`src/shared/rsu_pkg.sv`:
```
`default_nettype none
package rsu_pkg;
    localparam int XLEN_DEFAULT = 64;
    localparam int WORD_W       = 32;
    localparam int WORD_SHW     = 5;
    localparam int OP_W         = 3;
    localparam int SHAMT_W      = 6;
    localparam int LATENCY      = 1;

    // Operation select, Gray coded along the listed order
    typedef enum logic [2:0] {
        RSU_OP_ROR_IMM   = 3'h0,
        RSU_OP_ROR_IMM_W = 3'h1,
        RSU_OP_ROR_REG_W = 3'h3,
        RSU_OP_SIG0      = 3'h2,
        RSU_OP_SIG1      = 3'h6,
        RSU_OP_SUM0      = 3'h7,
        RSU_OP_SUM1      = 3'h5,
        RSU_OP_NONE      = 3'h4
    } rsu_op_e;

    localparam int SIG0_R1 = 7;
    localparam int SIG0_R2 = 18;
    localparam int SIG0_SH = 3;
    localparam int SIG1_R1 = 17;
    localparam int SIG1_R2 = 19;
    localparam int SIG1_SH = 10;
    localparam int SUM0_R1 = 2;
    localparam int SUM0_R2 = 13;
    localparam int SUM0_R3 = 22;
    localparam int SUM1_R1 = 6;
    localparam int SUM1_R2 = 11;
    localparam int SUM1_R3 = 25;
    localparam int RSV_SHAMT_BIT = 5;
endpackage
`default_nettype wire
```
`src/hdl/rsu_rotate_hash_unit.sv`:
```
`default_nettype none
module rsu_rotate_hash_unit #(
    parameter int XLEN = rsu_pkg::XLEN_DEFAULT
) (
    input  wire logic                     clk_sys_in,
    input  wire logic                     rst_n_in,
    input  wire logic                     op_valid_in,
    input  wire logic [rsu_pkg::OP_W-1:0] op_sel_in,
    input  wire logic [XLEN-1:0]          first_source_operand_in,
    input  wire logic [XLEN-1:0]          second_source_operand_in,
    input  wire logic [rsu_pkg::SHAMT_W-1:0] shamt_in,
    output logic                          result_valid_out,
    output logic [XLEN-1:0]               result_out,
    output logic                          reserved_op_out
);
    localparam int SHW  = $clog2(XLEN);
    localparam int WW   = rsu_pkg::WORD_W;
    localparam int WSHW = rsu_pkg::WORD_SHW;

    // Only the two base register widths are served
    if (XLEN != 32 && XLEN != 64) begin : g_bad_xlen
        $error("rsu_rotate_hash_unit: XLEN must be 32 or 64");
    end

    // Amount field must reach every rotate bit
    if (rsu_pkg::SHAMT_W < SHW) begin : g_bad_amt
        $error("rsu_rotate_hash_unit: amount field narrower than the rotate");
    end

    // Word forms need the full 32-bit low word
    if (XLEN < WW || WSHW != $clog2(WW)) begin : g_bad_word
        $error("rsu_rotate_hash_unit: word constants inconsistent");
    end

    function automatic logic [31:0] ror32(input logic [31:0] v, input logic [4:0] n);
        ror32 = (v >> n) | (v << (6'h20 - {1'b0, n}));
    endfunction

    function automatic logic [XLEN-1:0] sext(input logic [31:0] w);
        sext = XLEN'($signed(w));
    endfunction

    rsu_pkg::rsu_op_e op;
    logic [WW-1:0]    word_in;
    logic [WW-1:0]    word_res;
    logic [XLEN-1:0]  res_nxt;
    logic             rsv_nxt;
    logic             valid_nxt;
    logic             rsv_shamt;
    logic [SHW-1:0]   full_amt;
    logic [WSHW-1:0]  word_amt;
    logic [XLEN-1:0]  full_stage [SHW+1];
    logic [WW-1:0]    word_stage [WSHW+1];
    logic [XLEN-1:0]  full_rot;
    logic [WW-1:0]    word_rot;
    logic [WW-1:0]    hash_small_sigma_zero;
    logic [WW-1:0]    hash_small_sigma_one;
    logic [WW-1:0]    hash_big_sum_zero;
    logic [WW-1:0]    hash_big_sum_one;
    logic             result_valid_r;
    logic             reserved_r;
    logic [XLEN-1:0]  result_r;

    assign op      = rsu_pkg::rsu_op_e'(op_sel_in);
    assign word_in = first_source_operand_in[WW-1:0];

    // Full-width amount for the plain rotate
    assign full_amt  = shamt_in[SHW-1:0];
    assign rsv_shamt = (XLEN == 32) && shamt_in[rsu_pkg::RSV_SHAMT_BIT];

    // Word forms take five amount bits
    always_comb begin
        if (op == rsu_pkg::RSU_OP_ROR_REG_W) begin
            word_amt = second_source_operand_in[WSHW-1:0];
        end else begin
            word_amt = shamt_in[WSHW-1:0];
        end
    end

    // Log-depth rotate right, one stage per amount bit
    assign full_stage[0] = first_source_operand_in;
    for (genvar k = 0; k < SHW; k++) begin : g_full_rot
        localparam int STEP = 1 << k;
        assign full_stage[k+1] = full_amt[k]
                               ? {full_stage[k][STEP-1:0], full_stage[k][XLEN-1:STEP]}
                               : full_stage[k];
    end
    assign full_rot = full_stage[SHW];

    assign word_stage[0] = word_in;
    for (genvar k = 0; k < WSHW; k++) begin : g_word_rot
        localparam int STEP = 1 << k;
        assign word_stage[k+1] = word_amt[k]
                               ? {word_stage[k][STEP-1:0], word_stage[k][WW-1:STEP]}
                               : word_stage[k];
    end
    assign word_rot = word_stage[WSHW];

    // Hash transforms on the low word only
    assign hash_small_sigma_zero = ror32(word_in, 5'(rsu_pkg::SIG0_R1))
                                 ^ ror32(word_in, 5'(rsu_pkg::SIG0_R2))
                                 ^ (word_in >> rsu_pkg::SIG0_SH);

    assign hash_small_sigma_one = ror32(word_in, 5'(rsu_pkg::SIG1_R1))
                                ^ ror32(word_in, 5'(rsu_pkg::SIG1_R2))
                                ^ (word_in >> rsu_pkg::SIG1_SH);

    assign hash_big_sum_zero = ror32(word_in, 5'(rsu_pkg::SUM0_R1))
                             ^ ror32(word_in, 5'(rsu_pkg::SUM0_R2))
                             ^ ror32(word_in, 5'(rsu_pkg::SUM0_R3));

    assign hash_big_sum_one = ror32(word_in, 5'(rsu_pkg::SUM1_R1))
                            ^ ror32(word_in, 5'(rsu_pkg::SUM1_R2))
                            ^ ror32(word_in, 5'(rsu_pkg::SUM1_R3));

    // Refusal decode, kept apart from the result path
    always_comb begin
        case (op)
            rsu_pkg::RSU_OP_ROR_IMM: begin
                rsv_nxt = rsv_shamt;
            end
            rsu_pkg::RSU_OP_ROR_IMM_W,
            rsu_pkg::RSU_OP_ROR_REG_W,
            rsu_pkg::RSU_OP_SIG0,
            rsu_pkg::RSU_OP_SIG1,
            rsu_pkg::RSU_OP_SUM0,
            rsu_pkg::RSU_OP_SUM1: begin
                rsv_nxt = 1'b0;
            end
            default: begin
                rsv_nxt = 1'b1;
            end
        endcase
    end

    // Result select, word forms sign-extended
    always_comb begin
        word_res = '0;
        res_nxt  = '0;
        case (op)
            rsu_pkg::RSU_OP_ROR_IMM: begin
                res_nxt = full_rot;
            end
            rsu_pkg::RSU_OP_ROR_IMM_W: begin
                word_res = word_rot;
                res_nxt  = sext(word_res);
            end
            rsu_pkg::RSU_OP_ROR_REG_W: begin
                word_res = word_rot;
                res_nxt  = sext(word_res);
            end
            rsu_pkg::RSU_OP_SIG0: begin
                word_res = hash_small_sigma_zero;
                res_nxt  = sext(word_res);
            end
            rsu_pkg::RSU_OP_SIG1: begin
                word_res = hash_small_sigma_one;
                res_nxt  = sext(word_res);
            end
            rsu_pkg::RSU_OP_SUM0: begin
                word_res = hash_big_sum_zero;
                res_nxt  = sext(word_res);
            end
            rsu_pkg::RSU_OP_SUM1: begin
                word_res = hash_big_sum_one;
                res_nxt  = sext(word_res);
            end
            default: begin
                res_nxt = '0;
            end
        endcase
    end

    assign valid_nxt = op_valid_in & ~rsv_nxt;

    // Fixed single-cycle answer, no data-dependent stall
    always_ff @(posedge clk_sys_in or negedge rst_n_in) begin
        if (!rst_n_in) begin
            result_valid_r <= 1'b0;
        end else begin
            result_valid_r <= valid_nxt;
        end
    end

    // One-cycle refusal pulse
    always_ff @(posedge clk_sys_in or negedge rst_n_in) begin
        if (!rst_n_in) begin
            reserved_r <= 1'b0;
        end else begin
            reserved_r <= op_valid_in & rsv_nxt;
        end
    end

    // Result held at zero unless a request is accepted
    always_ff @(posedge clk_sys_in or negedge rst_n_in) begin
        if (!rst_n_in) begin
            result_r <= '0;
        end else if (valid_nxt) begin
            result_r <= res_nxt;
        end else begin
            result_r <= '0;
        end
    end

    // Outputs straight from the flops
    assign result_valid_out = result_valid_r;
    assign reserved_op_out  = reserved_r;
    assign result_out       = result_r;
endmodule // rsu_rotate_hash_unit
`default_nettype wire

```
`config.mk`:
```
export PLATFORM = sky130hd
export DESIGN_NAME = rsu_rotate_hash_unit
export DESIGN_NICKNAME = d
export VERILOG_FILES = /design/src/shared/rsu_pkg.sv /design/src/hdl/rsu_rotate_hash_unit.sv
export SDC_FILE = /design/constraint.sdc
export NUM_CORES = 1
export LEC_CHECK = 0
export BUFFER_PORTS_ARGS = -buffer_cell sky130_fd_sc_hd__buf_2
export CORE_MARGIN = 2
export CORE_UTILIZATION = 50
export DETAILED_ROUTE_END_ITERATION = 8
export PLACE_DENSITY = 0.85
export SYNTH_ARGS = -nofsm -noshare
export SYNTH_HDL_FRONTEND = slang
export SYNTH_SLANG_ARGS = --single-unit
```
`constraint.sdc`:
```
create_clock -name clk_sys_in -period 0.8 [get_ports clk_sys_in]
set_input_delay 0.08 -clock clk_sys_in [delete_from_list [all_inputs] [get_ports clk_sys_in]]
set_output_delay 0.08 -clock clk_sys_in [all_outputs]
set_load 0.01 [all_outputs]
```
==> impl_metrics.tcl, run 1 <==
set metrics [dict create \
    run_status "stopped before the end" \
    last_stage_the_flow_got_to "5_1_grt" \
    run.stop_error "[ERROR GRT-0232] Routing congestion too high. Check the congestion heatmap in the GUI." \
    category_of_the_worst_endpoint "register data pin" \
    globalRouteOverflowTotal 2 \
    synthCells 1228 \
    clock-root-buffer "sky130_fd_sc_hd__clkbuf_16" \
    die_height_um 154 \
    global_route.usage.total_pct 64.4 \
    seq_area_frac_synth_pct 14.7 \
    grt_start_max_net_pins 67 \
    die_width_um 154 \
    rows 54 \
    tritoncts.num_buffers 9 \
    htree_num_levels 3 \
    dp_hpwl_mm 40.4 \
    syn_nets 1368 \
    gp_congestion 1.14 \
    crit_endpoint "result_out[2]$_DFF_PN0_/D" \
    antenna_found_initial 15 \
    mapped_area_um2 11200 \
    asyncSetResetFlopFracSynth_pct 100 \
    max-clock-path-buffers 2 \
    synth-seq-cells 66 \
    cts.sinks 66 \
    ioPinCount 206 \
    synth_enable_flop_cells 0 \
    place.port_buffers 146 \
    synthFlopType "sky130_fd_sc_hd__dfrtp_1" \
    distinct_cell_type_count_after_synthesis 63 \
    postSynthAreaPerCell_um2 9.14 \
    yosys_warnings 0 \
    place_inst 1897 \
    initial_cell_density_of_the_core_pct 51.1 \
]
## per-layer routing
layer	overflow	track usage, %
met1	0	65.0
met5	0	30.0
met2	1	82.2
met3	0	47.9
met4	1	59.4
## cells in the mapped netlist (6+ instances only)
library cell | instances | area [um^2]
sky130_fd_sc_hd__o22a_1 | 14 | 123
sky130_fd_sc_hd__o2111ai_1 | 6 | 52.6
sky130_fd_sc_hd__a211oi_1 | 21 | 158
sky130_fd_sc_hd__clkbuf_1 | 74 | 278
sky130_fd_sc_hd__a221oi_1 | 22 | 193
sky130_fd_sc_hd__xor2_1 | 15 | 131
sky130_fd_sc_hd__and3_1 | 8 | 50.1
sky130_fd_sc_hd__o221ai_1 | 29 | 254
sky130_fd_sc_hd__mux2i_2 | 7 | 96.3
sky130_fd_sc_hd__a22oi_1 | 50 | 375
sky130_fd_sc_hd__buf_2 | 30 | 150
sky130_fd_sc_hd__o21ai_0 | 16 | 80.1
sky130_fd_sc_hd__mux2i_1 | 113 | 1130
sky130_fd_sc_hd__a21oi_1 | 36 | 180
sky130_fd_sc_hd__mux2_2 | 79 | 890
sky130_fd_sc_hd__xnor2_1 | 196 | 1720
sky130_fd_sc_hd__nand3_1 | 6 | 30.0
sky130_fd_sc_hd__a22o_1 | 13 | 114
sky130_fd_sc_hd__dfrtp_1 | 66 | 1650
sky130_fd_sc_hd__mux4_2 | 66 | 1490
sky130_fd_sc_hd__or4_1 | 6 | 45.0
sky130_fd_sc_hd__nor3_1 | 7 | 35.0
sky130_fd_sc_hd__or3_1 | 10 | 62.6
sky130_fd_sc_hd__a221o_1 | 11 | 110
sky130_fd_sc_hd__buf_4 | 8 | 60.1
sky130_fd_sc_hd__nor2_1 | 58 | 218
sky130_fd_sc_hd__o22ai_1 | 80 | 500
sky130_fd_sc_hd__buf_1 | 37 | 139
sky130_fd_sc_hd__nand2_1 | 70 | 263
## what timing repair did
item,4_1_cts
hold buffers,1
endpoints found under the hold margin,66
resized for setup,181
pin swaps,25
endpoints found under the setup margin,131
cloned,8
buffers inserted,19
## cells by family after synthesis
group | after synthesis | share of synthesized area, %
XOR/XNOR | 211 | 16.5
multiplexers | 269 | 32.9
buffers and inverters | 160 | 6.39
flip-flops | 66 | 14.7
AND/OR/NAND/NOR | 186 | 7.60
AO/OA/AOI/OAI | 336 | 21.9
## per-stage QoR
| stage | area [um^2] | worst slack [ns] | setup TNS, ns | hold slack, ns |
|---|---|---|---|---|
| 2_1_floorplan | 11600 | -1.41 | -78.97 | -0.216 |
| 3_3_place_gp | 15200 | -1.81 | -106.40 | 0.107 |
| 3_5_place_dp | 15200 | -1.82 | -108.65 | 0.119 |
| 4_1_cts | 16700 | -1.29 | -83.91 | 0.224 |
==> run 2: changes to the inputs <==
--- a/config.mk
+++ b/config.mk
@@ -7,9 +7,9 @@
 export LEC_CHECK = 0
 export BUFFER_PORTS_ARGS = -buffer_cell sky130_fd_sc_hd__buf_2
 export CORE_MARGIN = 2
-export CORE_UTILIZATION = 50
+export CORE_UTILIZATION = 35
 export DETAILED_ROUTE_END_ITERATION = 8
-export PLACE_DENSITY = 0.85
+export PLACE_DENSITY_LB_ADDON = 0.15
 export SYNTH_ARGS = -nofsm -noshare
 export SYNTH_HDL_FRONTEND = slang
 export SYNTH_SLANG_ARGS = --single-unit
==> impl_metrics.tcl, run 2 <==
set metrics [dict create \
    max-clock-path-buffers 2 \
    antenna_found_initial 3 \
    die_height_um 183 \
    cts.clk_slew.worst_paths_ns 0.07 \
    seq_area_frac_synth_pct 14.7 \
    synth_enable_flop_cells 0 \
    postSynthAreaPerCell_um2 9.14 \
    final_layout_size_suffix_gt1_share_pct 58.7 \
    hold_wc_path_type "in2async" \
    dp_hpwl_mm 43.5 \
    setup-violations-final 130 \
    final_common_cell "sky130_fd_sc_hd__buf_4" \
    max_cap_viol_count 0 \
    distinct_cell_type_count_after_synthesis 63 \
    antenna_violating_nets_post_route 0 \
    tritoncts.num_buffers 9 \
    vdd.ir_drop.worst_mv 1.00 \
    grt_pass1_wl_mm 84.2 \
    postLayoutCellArea_um2 18000 \
    synth_common_cells "196 x sky130_fd_sc_hd__xnor2_1, 113 x sky130_fd_sc_hd__mux2i_1, 80 x sky130_fd_sc_hd__o22ai_1" \
    remaining_design_rule_violation_count 0 \
    worst_slack_ns -1.41 \
    globalRouteOverflowTotal 0 \
    multiInputGateArea_um2 10400 \
    grt_start_max_net_pins 37 \
    total_power_uw 22800 \
    number_of_fill_cells 2757 \
    hold_viol 0 \
    final_period_minus_worst_setup_slack_ns 2.21 \
    drt_first_pass_iters 5 \
    max_freq_mhz 453 \
    routed-via-count 13100 \
    setup.worst_path.class "in2reg" \
    core_area_um2 31600 \
    largest_area_contributor_in_the_netlist "sky130_fd_sc_hd__xnor2_1" \
    yosys-top-cells-area "sky130_fd_sc_hd__xnor2_1 15%, sky130_fd_sc_hd__dfrtp_1 15%, sky130_fd_sc_hd__mux4_2 13%" \
    gp_congestion 0.992 \
    total_leakage_power_uw 0.00761 \
    rows 65 \
    htree_num_levels 3 \
    required_worst_endpoint_ns 1.00 \
    first_global_vias 12700 \
    routed_wire_length_per_instance_um 27.2 \
    synthCells 1228 \
    asyncSetResetFlopFracSynth_pct 100 \
    failed_checks "setup timing" \
    fraction_of_the_cycle_the_final_worst_path_needs_pct 276 \
    power.density_cell_area_nw_per_um2 1260 \
    report.final.slew_viol_count 0 \
    run_status "finished, violations left" \
    syn_nets 1368 \
    synth-seq-cells 66 \
    sum_of_routed_wire_length_over_all_layers_mm 57.5 \
    nNetsFinal 1841 \
    yosys_warnings 0 \
    detail_route.iter0.violations 1428 \
    critical_path.startpoint_type "input pin" \
    synthMostInstantiatedCell "sky130_fd_sc_hd__xnor2_1" \
    critical_path.endpoint_type "flip-flop" \
    arrival_time_of_the_worst_setup_path_ns 2.41 \
    final_core_utilization_pct 57.2 \
    vias_per_cell 6.20 \
    fin_worst_hold_slack_ns 0.110 \
    ioPinCount 206 \
    seq_area_um2 1650 \
    die_width_um 183 \
    worst_pin_slew_ns 0.610 \
    largest_register_ff_count 64 \
    cts.sinks 66 \
    yosys.area.top_type_share_pct 15.3 \
    areaGrowthSynthToFinish_pct 60.7 \
    clock-root-buffer "sky130_fd_sc_hd__clkbuf_16" \
    tritoncts "built" \
    most-common-layout-cells "391 x sky130_fd_sc_hd__buf_4, 196 x sky130_fd_sc_hd__xnor2_1, 130 x sky130_fd_sc_hd__buf_2" \
    largest_fanout_on_the_critical_path 6 \
    placement.cell_area_um2 15400 \
    mapped_area_um2 11200 \
    timing.max_slew.rel_slack_pct 59.2 \
    global_route.usage.total_pct 33.7 \
    initial_cell_density_of_the_core_pct 35.6 \
    grt_setup_unrepaired "true" \
    place.port_buffers 146 \
    fp.dieArea_um2 33500 \
    synthFlopType "sky130_fd_sc_hd__dfrtp_1" \
]
==> run 2: cell counts after synthesis <==
Identical to the previous run, type by type.
==> run 2: routing by layer <==
layer | vias up | track usage [%] | part of all wire [%]
met2 | 771 | 52.9 | 45
met5 | - | 0 | 0.040
met3 | 120 | 5.58 | 8.7
li1 | 5674 | - | -
met4 | 4 | 12.6 | 3.8
met1 | 6519 | 46.5 | 42
==> run 2: critical path: stages <==
cell	delay (ns)
sky130_fd_sc_hd__buf_6	0.09
sky130_fd_sc_hd__nand3b_1	0.27
sky130_fd_sc_hd__buf_4	0.21
sky130_fd_sc_hd__a21oi_2	0.12
sky130_fd_sc_hd__buf_6	0.13
sky130_fd_sc_hd__buf_12	0.13
sky130_fd_sc_hd__mux2i_4	0.34
sky130_fd_sc_hd__buf_6	0.16
sky130_fd_sc_hd__a211oi_4	0.05
sky130_fd_sc_hd__a21oi_2	0.21
sky130_fd_sc_hd__o22ai_1	0.11
sky130_fd_sc_hd__or4_1	0.50
==> run 2: power breakdown <==
| group | internal, uW | switching, uW |
|---|---|---|
| sequential | 3740 | 150 |
| clock | 2430 | 1670 |
| combinational | 7270 | 7500 |
| total | 13500 | 9310 |
==> run 2: layout make-up <==
cell class	count	share of cell area (%)
clock inverters	7	0.423
flip-flops and latches	66	9.15
repair buffers	617	28.6
clock buffers	9	1.25
inverters	5	0.132
well taps	402	2.79
diodes	2	0.0277
multi-input cells	1002	57.7
==> run 2: final timing paths <==
path | startpoint | endpoint | slack [ns] | cells after the start
hold / removal | rst_n_in | result_out[60]$_DFF_PN0_ | 0.11 | 2
setup / recovery | op_sel_in[2] | result_out[22]$_DFF_PN0_ | -1.41 | 12
max in group asynchronous | rst_n_in | result_valid_out$_DFF_PN0_ | 0.20 | 3
min in group clk_sys_in | op_valid_in | reserved_op_out$_DFF_PN0_ | 0.18 | 2
==> run 2: cell families (layout without fill, tap and decap cells) <==
logic type | Yosys count | in the layout | synth area share [%]
mux | 269 | 269 | 32.9
flops | 66 | 66 | 14.7
xor+xnor | 211 | 211 | 16.5
buf+inv | 160 | 638 | 6.39
compound gates | 336 | 336 | 21.9
simple gates | 186 | 186 | 7.60
other cells | 0 | 2 | 0
==> run 2: through the flow <==
| step | TNS (ns) | cells | setup slack, ns |
|---|---|---|---|
| 2_1_floorplan | -78.97 | 1228 | -1.41 |
| 3_3_place_gp | -113.72 | 2026 | -1.92 |
| 3_5_place_dp | -113.60 | 2026 | -1.92 |
| 4_1_cts | -90.51 | 2094 | -1.37 |
| 5_1_grt | -95.11 | 2108 | -1.45 |
| 6_report | -90.73 | 2110 | -1.41 |
==> run 2: timing repair <==
action | 4_1_cts | 5_1_grt
resized for setup | 249 | 85
pin swaps | 69 | 34
hold buffers | 1 | 0
setup buffers | 40 | 18
setup endpoints to repair | 131 | 131
hold endpoints to repair | 66 | 0
gates cloned | 12 | 0
Note: power is estimated with default switching activity, not from simulation.
